--- src/cal_status_pkg.sv ---
// Overview of operation
// - Self kind, code 00: DAC, gain, offset
// - Self kind: 01 gain+offset, 10 offset, 11 gain
// - System kind, code 00: DAC, gain, offset
// - System kind: 01 gain+offset, 10 offset, 11 gain
// - Status read after readback select 11
// - Status word reads 00C0h at power-up
// - Bits 15 and 13..10 read zero
// - Bit 14 busy on conversion or calibration
// - Bits 9..8 echo power-save selects
// - Bits 7 and 6 read one
// - Bit 5 interface flag, cleared per read
// - Bit 3 calibration kind, bit 4 undefined
// - Bit 0 set while calibrating
// - Bits 2..1 echo target-select code
// - Ten readable, writable coefficient registers
// - Calibration updates coefficients by itself
// - Target select addresses coefficients, both directions
// - Launch starts calibration, clears on completion
// - Launch zero: code addresses coefficients only
package cal_status_pkg;
    localparam logic [11:0] ADDR_CTRL      = 12'h000;
    localparam logic [11:0] ADDR_READBACK  = 12'h004;
    localparam logic [11:0] ADDR_CAL_DATA  = 12'h008;
    localparam int          BIT_LAUNCH     = 0;
    localparam int          BIT_TSEL_LO    = 1;
    localparam int          BIT_KIND       = 3;
    localparam int          BIT_CONV       = 4;
    localparam int          BIT_IFACE      = 5;
    localparam int          BIT_RSEL_LO    = 6;
    localparam int          BIT_PSAVE_LO   = 8;
    localparam int          ST_BUSY        = 14;
    localparam logic [1:0]  RSEL_CAL       = 2'h2;
    localparam logic [1:0]  RSEL_STATUS    = 2'h3;
    localparam logic [1:0]  TSEL_FULL      = 2'h0;
    localparam logic [1:0]  TSEL_GAIN_OFFS = 2'h1;
    localparam logic [1:0]  TSEL_OFFS      = 2'h2;
    localparam logic [1:0]  TSEL_GAIN      = 2'h3;
    localparam logic [3:0]  IDX_GAIN       = 4'h0;
    localparam logic [3:0]  IDX_OFFS       = 4'h1;
    localparam logic [3:0]  IDX_DAC0       = 4'h2;
    localparam logic [3:0]  CNT_FULL       = 4'hA;
    localparam logic [3:0]  CNT_PAIR       = 4'h2;
    localparam logic [3:0]  CNT_ONE        = 4'h1;
    localparam int          NUM_COEF       = 10;
    localparam int          COEF_W         = 14;
    localparam logic [15:0] CAL_STEP_CYC   = 16'h0040;
    localparam logic [15:0] CONV_CYC       = 16'h0010;
    localparam logic [15:0] STATUS_RESET   = 16'h0000;

    typedef enum logic [2:0] {
        PH_IDLE = 3'h0,
        PH_DAC  = 3'h1,
        PH_GAIN = 3'h3,
        PH_OFFS = 3'h2,
        PH_CONV = 3'h6
    } phase_t;
endpackage

--- src/cal_status_ctrl.sv ---
// The APB slave port and the address map were decided locally.
`timescale 1ns/1ps
module cal_status_ctrl #(
    parameter logic [15:0] STEP_CYCLES = cal_status_pkg::CAL_STEP_CYC,
    parameter logic [15:0] CONV_CYCLES = cal_status_pkg::CONV_CYC
) (
    input  wire logic        pclk,
    input  wire logic        presetn,
    input  wire logic        psel,
    input  wire logic        penable,
    input  wire logic        pwrite,
    input  wire logic [11:0] paddr,
    input  wire logic [31:0] pwdata,
    output logic      [31:0] prdata,
    output logic             pready,
    output logic             pslverr,
    input  wire logic [13:0] meas_value,
    output logic             busy,
    output logic             cal_active,
    output logic             cal_system,
    output logic             cal_dac_step,
    output logic             cal_gain_step,
    output logic             cal_offs_step,
    output logic             conv_active,
    output logic [1:0]       power_save_sel,
    output logic             iface_variant
);
    typedef struct packed {
        logic [1:0]                    psave;
        logic [1:0]                    rsel;
        logic                          iface;
        logic                          kind;
        logic [1:0]                    tsel;
        cal_status_pkg::phase_t        ph;
        logic [2:0]                    dac_i;
        logic [15:0]                   cnt;
        logic [3:0]                    ptr;
        logic [3:0]                    left;
        logic [9:0][13:0]              coef;
        logic [31:0]                   rdata;
        logic                          err;
    } state_t;

    state_t s_r;
    state_t s_nxt;
    logic   setup;
    logic   done;
    logic   calib;
    logic   busy_i;
    logic [15:0] status;

    function automatic logic [3:0] seq_start(input logic [1:0] t);
        return (t == cal_status_pkg::TSEL_OFFS) ? cal_status_pkg::IDX_OFFS : cal_status_pkg::IDX_GAIN;
    endfunction

    function automatic logic [3:0] seq_len(input logic [1:0] t);
        case (t)
            cal_status_pkg::TSEL_FULL:      return cal_status_pkg::CNT_FULL;
            cal_status_pkg::TSEL_GAIN_OFFS: return cal_status_pkg::CNT_PAIR;
            default:                        return cal_status_pkg::CNT_ONE;
        endcase
    endfunction

    assign setup  = psel & ~penable;
    assign done   = psel & penable;
    assign calib  = (s_r.ph != cal_status_pkg::PH_IDLE) && (s_r.ph != cal_status_pkg::PH_CONV);
    assign busy_i = s_r.ph != cal_status_pkg::PH_IDLE;

    // Status word layout; bit 4 is don't-care and reads zero
    assign status = {1'b0, busy_i, 4'h0, s_r.psave, 2'b11, s_r.iface, 1'b0,
                     s_r.kind, s_r.tsel, calib};

    always_comb begin
        s_nxt = s_r;
        // Read data and error are decided in setup so they leave flops
        if (setup) begin
            s_nxt.rdata = 32'h0000_0000;
            s_nxt.err   = 1'b0;
            case (paddr)
                cal_status_pkg::ADDR_CTRL: begin
                    s_nxt.err = pwrite & busy_i;
                end
                cal_status_pkg::ADDR_READBACK: begin
                    s_nxt.err = pwrite;
                    if (s_r.rsel == cal_status_pkg::RSEL_STATUS) begin
                        s_nxt.rdata = {16'h0000, status};
                    end else if (s_r.rsel == cal_status_pkg::RSEL_CAL) begin
                        s_nxt.rdata = {18'h00000, s_r.coef[s_r.ptr]};
                    end
                end
                cal_status_pkg::ADDR_CAL_DATA: begin
                    s_nxt.err = ~pwrite | busy_i;
                end
                default: begin
                    s_nxt.err = 1'b1;
                end
            endcase
        end
        // Calibration and conversion sequencer
        case (s_r.ph)
            cal_status_pkg::PH_DAC: begin
                s_nxt.cnt = s_r.cnt + 16'h0001;
                if (s_r.cnt == STEP_CYCLES - 16'h0001) begin
                    s_nxt.cnt = 16'h0000;
                    s_nxt.coef[cal_status_pkg::IDX_DAC0 + {1'b0, s_r.dac_i}] = meas_value;
                    s_nxt.dac_i = s_r.dac_i + 3'h1;
                    if (s_r.dac_i == 3'h7) begin
                        s_nxt.ph = cal_status_pkg::PH_GAIN;
                    end
                end
            end
            cal_status_pkg::PH_GAIN: begin
                s_nxt.cnt = s_r.cnt + 16'h0001;
                if (s_r.cnt == STEP_CYCLES - 16'h0001) begin
                    s_nxt.cnt = 16'h0000;
                    s_nxt.coef[cal_status_pkg::IDX_GAIN] = meas_value;
                    s_nxt.ph = (s_r.tsel == cal_status_pkg::TSEL_GAIN) ? cal_status_pkg::PH_IDLE
                                                                       : cal_status_pkg::PH_OFFS;
                end
            end
            cal_status_pkg::PH_OFFS: begin
                s_nxt.cnt = s_r.cnt + 16'h0001;
                if (s_r.cnt == STEP_CYCLES - 16'h0001) begin
                    s_nxt.cnt = 16'h0000;
                    s_nxt.coef[cal_status_pkg::IDX_OFFS] = meas_value;
                    s_nxt.ph = cal_status_pkg::PH_IDLE;
                end
            end
            cal_status_pkg::PH_CONV: begin
                s_nxt.cnt = s_r.cnt + 16'h0001;
                if (s_r.cnt == CONV_CYCLES - 16'h0001) begin
                    s_nxt.cnt = 16'h0000;
                    s_nxt.ph  = cal_status_pkg::PH_IDLE;
                end
            end
            default: begin
                s_nxt.cnt = 16'h0000;
            end
        endcase
        // Access phase: effects take hold here, never in setup
        if (done && !s_r.err) begin
            if (pwrite && paddr == cal_status_pkg::ADDR_CTRL) begin
                s_nxt.psave = pwdata[cal_status_pkg::BIT_PSAVE_LO +: 2];
                s_nxt.rsel  = pwdata[cal_status_pkg::BIT_RSEL_LO +: 2];
                s_nxt.iface = pwdata[cal_status_pkg::BIT_IFACE];
                s_nxt.kind  = pwdata[cal_status_pkg::BIT_KIND];
                s_nxt.tsel  = pwdata[cal_status_pkg::BIT_TSEL_LO +: 2];
                s_nxt.ptr   = seq_start(pwdata[cal_status_pkg::BIT_TSEL_LO +: 2]);
                s_nxt.left  = seq_len(pwdata[cal_status_pkg::BIT_TSEL_LO +: 2]);
                s_nxt.cnt   = 16'h0000;
                s_nxt.dac_i = 3'h0;
                if (pwdata[cal_status_pkg::BIT_LAUNCH]) begin
                    case (pwdata[cal_status_pkg::BIT_TSEL_LO +: 2])
                        cal_status_pkg::TSEL_FULL:      s_nxt.ph = cal_status_pkg::PH_DAC;
                        cal_status_pkg::TSEL_GAIN_OFFS: s_nxt.ph = cal_status_pkg::PH_GAIN;
                        cal_status_pkg::TSEL_OFFS:      s_nxt.ph = cal_status_pkg::PH_OFFS;
                        default:                        s_nxt.ph = cal_status_pkg::PH_GAIN;
                    endcase
                end else if (pwdata[cal_status_pkg::BIT_CONV]) begin
                    s_nxt.ph = cal_status_pkg::PH_CONV;
                end
            end else begin
                if (!pwrite && paddr == cal_status_pkg::ADDR_READBACK) begin
                    s_nxt.iface = 1'b0;
                end
                // Coefficient pointer walks the selected run, then rewinds
                if ((pwrite && paddr == cal_status_pkg::ADDR_CAL_DATA) ||
                    (!pwrite && paddr == cal_status_pkg::ADDR_READBACK &&
                     s_r.rsel == cal_status_pkg::RSEL_CAL && !busy_i)) begin
                    if (pwrite) begin
                        s_nxt.coef[s_r.ptr] = pwdata[13:0];
                    end
                    if (s_r.left == 4'h1) begin
                        s_nxt.ptr  = seq_start(s_r.tsel);
                        s_nxt.left = seq_len(s_r.tsel);
                    end else begin
                        s_nxt.ptr  = s_r.ptr + 4'h1;
                        s_nxt.left = s_r.left - 4'h1;
                    end
                end
            end
        end
    end

    always_ff @(posedge pclk or negedge presetn) begin
        if (!presetn) begin
            s_r       <= '0;
            s_r.ph    <= cal_status_pkg::PH_IDLE;
            s_r.left  <= cal_status_pkg::CNT_FULL;
        end else begin
            s_r <= s_nxt;
        end
    end

    assign prdata         = s_r.rdata;
    assign pslverr        = s_r.err & done;
    assign pready         = done;
    assign busy           = busy_i;
    assign cal_active     = calib;
    assign cal_system     = s_r.kind;
    assign cal_dac_step   = s_r.ph == cal_status_pkg::PH_DAC;
    assign cal_gain_step  = s_r.ph == cal_status_pkg::PH_GAIN;
    assign cal_offs_step  = s_r.ph == cal_status_pkg::PH_OFFS;
    assign conv_active    = s_r.ph == cal_status_pkg::PH_CONV;
    assign power_save_sel = s_r.psave;
    assign iface_variant  = s_r.iface;

    logic ctrl_wr;
    assign ctrl_wr = done && pwrite && !s_r.err && paddr == cal_status_pkg::ADDR_CTRL;
endmodule

--- config.mk ---
export PLATFORM = sky130hd
export DESIGN_NAME = cal_status_ctrl
export DESIGN_NICKNAME = d
export VERILOG_FILES = /design/src/cal_status_pkg.sv /design/src/cal_status_ctrl.sv
export SDC_FILE = /design/constraint.sdc
export NUM_CORES = 1
export LEC_CHECK = 0
export ABC_AREA = 1
export BUFFER_PORTS_ARGS = -buffer_cell sky130_fd_sc_hd__buf_2
export CORE_MARGIN = 1.5
export CORE_UTILIZATION = 60
export DETAILED_ROUTE_END_ITERATION = 8
export PLACE_DENSITY_LB_ADDON = 0.3
export REMOVE_ABC_BUFFERS = 1
export SLEW_MARGIN = 25
export SYNTH_ARGS = -nofsm -noshare
export SYNTH_HDL_FRONTEND = slang
export SYNTH_SLANG_ARGS = --single-unit
--- constraint.sdc ---
create_clock -name pclk -period 3.2 [get_ports pclk]
set_clock_uncertainty 0.2 [all_clocks]
set_input_delay 0.16 -clock pclk [delete_from_list [all_inputs] [get_ports pclk]]
set_output_delay 0.16 -clock pclk [all_outputs]
set_load 0.05 [all_outputs]
# == After elaboration in Yosys (flattened, before gate mapping) ==
# Cells that the tools add are included.
# classes
addsub,5
order_cmp,4
n_eq_ne,18
muxes,45
n_bitwise,7
n_reduce_logical,23
# op_table
cell,n
$mux W140,3
$bwmux W140,2
$mux W170,1
$mux W148,1
$demux W14 S4,2
$mux W112,1
$mux W14,6
$bmux W14 S4,1
$pmux W14 S2,2
$pmux W16 S3,1
$mux W22,2
$mux W16,2
$mux W32,1
$mux W3,7
$add A16 B1 Y16 const B,1
$eq A16 B4 Y1 const B,1
$eq A16 B6 Y1 const B,1
$mux W8,2
$pmux W4 S2,2
$mux W15,1
$eq A12 B3 Y1 const B,1
$eq A12 B4 Y1 const B,1
$logic_not A12 Y1,1
$pmux W3 S4,1
28 further kinds,58
# totals
regBits,211
inputBits,63
out_inout_bits,44

# == Longest topological paths before layout ==
# depth
ltp_word,13
mapped_depth,13
mapped_depth_nobuf,12

# == Worst setup path before layout ==
# OpenSTA, ideal clock, no wires.
# synth_path
path_type,register to register
start,register s_r[201] (netlist bit)
end,"register s_r, in the netlist prdata[0]"
arrival_time_ns,2.170
required_time_ns,2.884
path_slack_ns,0.713
path_stages_with_launch,11
n_path_buf,1
synth_period_minus_slack_ns,2.487
path_cell_list,dfrtp_1 -> buf_2 -> inv_1 -> nor2_1 -> inv_1 -> nor2_1 -> nor2_1 -> nand3_1 -> nand2_1 -> nand2_1 -> nand2_1
# synth_via
elab_chain_cells,4
word_cells_on_any_way,5
# synth_lines
item,line_no,source
from (decl),cal_status_ctrl.sv:44,state_t s_r;
from (signal assigned),cal_status_ctrl.sv:191,s_r <= s_nxt;
$ne A3 B3 Y1 / $reduce_bool A3 Y1 (equally long branches),cal_status_ctrl.sv:66,assign calib = (s_r.ph != cal_status_pkg::PH_IDLE) && (s_r.ph != cal_status_pkg::PH_CONV);
$logic_and A1 B1 Y1 *,cal_status_ctrl.sv:66,
via cal_active,cal_status_ctrl.sv:19,"output logic cal_active,"
$mux W15 *,cal_status_ctrl.sv:85,if (s_r.rsel == cal_status_pkg::RSEL_STATUS) begin
$mux W32 *,cal_status_ctrl.sv:79,case (paddr)
# Mark *: on every way through the listed nets, which the timed path passes. The rest lies on a longest branch.
# A chain may end at the register's enable or synchronous reset.

==> impl_summary.txt <==
----------------------------------------------------
[Timing]
  Worst hold slack after final layout ... 0.161 ps
  Final Max Slew Viols ... 0
  Remaining max-slew budget at the tightest pin ... 0.487
  Final hold violation count ... 0
  Final critical-path required period ... 2950 ps
  Setup repair after global routing missed its margin ... no
  Final Setup Violations ... 0
  Final worst-path cycle share ... 0.921
  Maximum clock frequency ... 339 MHz
  Worst-Margin Slew ... ~770 ps

[Finish]
  Filler Cell Count ... between 1500 and 2000
  Layout area overhead ... 9.94%
  Share of final-layout standard cells stronger than drive strength 1 ... 0.0920
  Finished Cell Area ... 0.0138 mm²
  Number of nets in the layout ... 1959
  End-of-flow core utilization ... 0.677
  Number of diodes added for antenna fixing ... 0

[Die]
  Ports placed on the boundary ... approximately 110
  Rows ... 52
  Core region area ... 0.0204 mm²
  Floorplan die height ... around 150 µm
  Die footprint ... 0.0218 mm²
  Starting density of the core ... 0.616
  Die W ... roughly 150 µm

[Yosys]
  Synth top cells by count ... nand2_1 (479), inv_1 (224), nand3_1 (224)
  Number of synthesis warnings ... 0
  EDFF count, synth ... 0
  Netlist area before placement ... 0.0125 mm²
  Post-Syn Instances ... around 1900
  Post-synthesis area per instance ... 6.78 µm²
  Fraction of registers with async set/reset ... 1.00
  Number of synthesized register bits ... just under 200
  Prevailing post-synth register cell ... dfrtp_1
  Number of distinct standard cells referenced by the synthesized netlist ... 37
  Count leader, synth ... nand2_1
  Area share of the leading cell type in the synthesized netlist ... 0.383
  Top area cells in the synthesized netlist ... dfrtp_1 (38%), nand2_1 (14%), nand3_1 (8.9%)
  Sequential fraction of the synthesis area ... 0.387
  Leading area contributor after synthesis ... dfrtp_1

[Clock network]
  Clock transition at the registers of the reported paths ... roughly 70 ps
  Count of clock tree sinks ... 194
  Root buffer selected by CTS ... clkbuf_16
  Number of H-tree branching levels ... 4
  CTS tree ... done
  Source-to-sink clock delay at the later pin of the worst-skew pair ... ~440 ps
  Setup fix buffers added after clock tree synthesis ... 0
  Post-cts resize count ... 0
  Buffer levels on the longest clock path ... 2
  CTS Buf Count ... 17

[Worst hold path]
  Type of the most critical hold path ... in -> reg
  Launch instance of the worst min-delay path ... meas_value[6]

[Global route]
  Sum of overflow across all layers after global routing ... 0
  Largest net degree at the start of global routing ... between 80 and 90
  Vias in the first global route ... 12493
  Antenna violations before repair ... 0
  Overall Global Routing Usage ... 0.357
  First-pass GRT wire length ... 61.9 mm

[Routing]
  WL per Instance ... approximately 18 µm
  DRT Wirelength ... 38.3 mm
  Post-detailed-route DRC marker count ... 0
  Initial DRC count ... 1567
  Routed vias ... ~13000
  Remaining antenna violation count ... 0
  Via density per instance ... 6.05
  First drt pass iteration count ... 6

[Power]
  Leakage ... a little over 7 nW
  Psw ... 0.00119 W
  Clk pwr share ... 0.440
  Switch share ... 0.241
  Highest ir drop seen on vdd ... about 390 µV
  Power, Total ... 0.00492 W
  Power per cell area ... 357 mW/mm²
  Total internal power ... 0.00373 W
  Comb power frac ... 0.060
  Sequential Power Share ... 0.500

[Setup path]
  Element type at the critical path end ... flip-flop
  R2R Path End ... s_r[56]
  Required time worst endpoint ... 3320 ps
  Reg2reg setup slack ... 250 ps
  Critical Path Start ... s_r[201]
  Arr. time, crit path ... 3070 ps
  Setup crit start kind ... flip-flop
  Worst Path Max Fanout ... 27
  Launching point of the worst reg2reg path ... s_r[201]
  Cell count of the worst reg-to-reg path ... 8
  Setup crit end ... s_r[56]
  Setup Crit Path Kind ... reg -> reg

[Outcome]
  Status ... completed

[Job]
  Max-cap check violation count ... 0

[Place]
  GP Congestion ... 0.926
  Placed cell area ... 0.0129 mm²
  Post-DP HPWL ... ~26 mm
  IO Port Bufs ... 71

----------------------------------------------------
## area by class of cell
class | instances | area (µm²) | share of cell area
multi-input combinational | 1294 | 6140 | 0.445
sequential | 194 | 4860 | 0.352
timing repair buffer | 142 | 1010 | 0.0730
inverter | 233 | 875 | 0.0634
clock buffer | 22 | 474 | 0.0344
tap | 270 | 338 | 0.0245
clock inverter | 7 | 100 | 0.00726
## critical path: stages, from the launching register on
cell,delay (ps)
dfrtp_1,500
nor2_1,130
nand2_1,170
nor2_1,140
nand4_1,140
nand2_2,510
nand3_2,570
o21ai_0,380
inv_1,80
## metal layers
metal / wire (µm) / part of all wire / GRT usage
met1: 15000 / 0.39 / 0.462
met5: 0 / 0 / 0
met2: 17700 / 0.46 / 0.575
met3: 3710 / 0.097 / 0.0546
met4: 1880 / 0.049 / 0.200
## power groups by stage
stage / clock, W / sequential, W / combinational (W)
2_1_floorplan: 0 / 0.00251 / 0.000108
3_3_place_gp: 0 / 0.00251 / 0.000260
3_5_place_dp: 0 / 0.00251 / 0.000262
4_1_cts: 0.00217 / 0.00246 / 0.000290
5_1_grt: 0.00227 / 0.00246 / 0.000316
6_report: 0.00217 / 0.00246 / 0.000293
## flip-flops by register name (all words and copies together) (netlist names)
signal          count
power_save_sel      2
s_r               175
prdata             15
cal_system          1
iface_variant       1
## cells in the final DEF, fill, tap and decap left out, drive strengths merged
cell and n:
o21ai 160, xnor2 4, conb 17, o211ai 6, buf 112, clkinv 2, ha 14, bufinv 2
a21oi 39, nand3 230, inv 233, a31o 1, o22ai 10, dfrtp 192, a22o 2, dlygate4sd3 29
a31oi 1, nand4 124, or2 1, xor2 10, clkbuf 23, nor2 167, dfstp 2, clkinvlp 3
a22oi 15, o311ai 1, nor3 9, nand2 483
## stage by stage
stage               instances  TNS, ps  worst slack, ps
global placement         2104        0              406
CTS                      2162        0              314
finish                   2162        0              252
floorplan                1721   -19980             -369
detailed placement       2104        0              357
global route             2162        0             6.55
## timing repair
| action | CTS | global route |
|---|---|---|
| endpoints found under the setup margin | 0 | 0 |
| hold buffers | 29 | 0 |
| hold endpoints to repair | 170 | 0 |
## worst min path at each step
| stage | slack, ps | end | cells after the start |
|---|---|---|---|
| after floorplan | -340 | cal_system | 0 |
| after global routing | 10 | s_r[151] | 5 |
| after CTS | 0.3 | s_r[122] | 5 |
| after detailed placement | 80 | s_r[175] | 1 |
| final | 0.2 | s_r[109] | 5 |
| after global placement | 80 | s_r[180] | 1 |
## cell families after synthesis
group                    count (synthesis)  share of synthesized area
AO/OA/AOI/OAI                          235                      0.101
XOR/XNOR                                14                    0.00977
adder cells (fa/ha/maj)                 14                     0.0140
buffers and inverters                  379                      0.128
flip-flops                             194                      0.387
other                                    1                   0.000299
AND/OR/NAND/NOR                       1014                      0.360
Power figures use the tool's default switching activity.
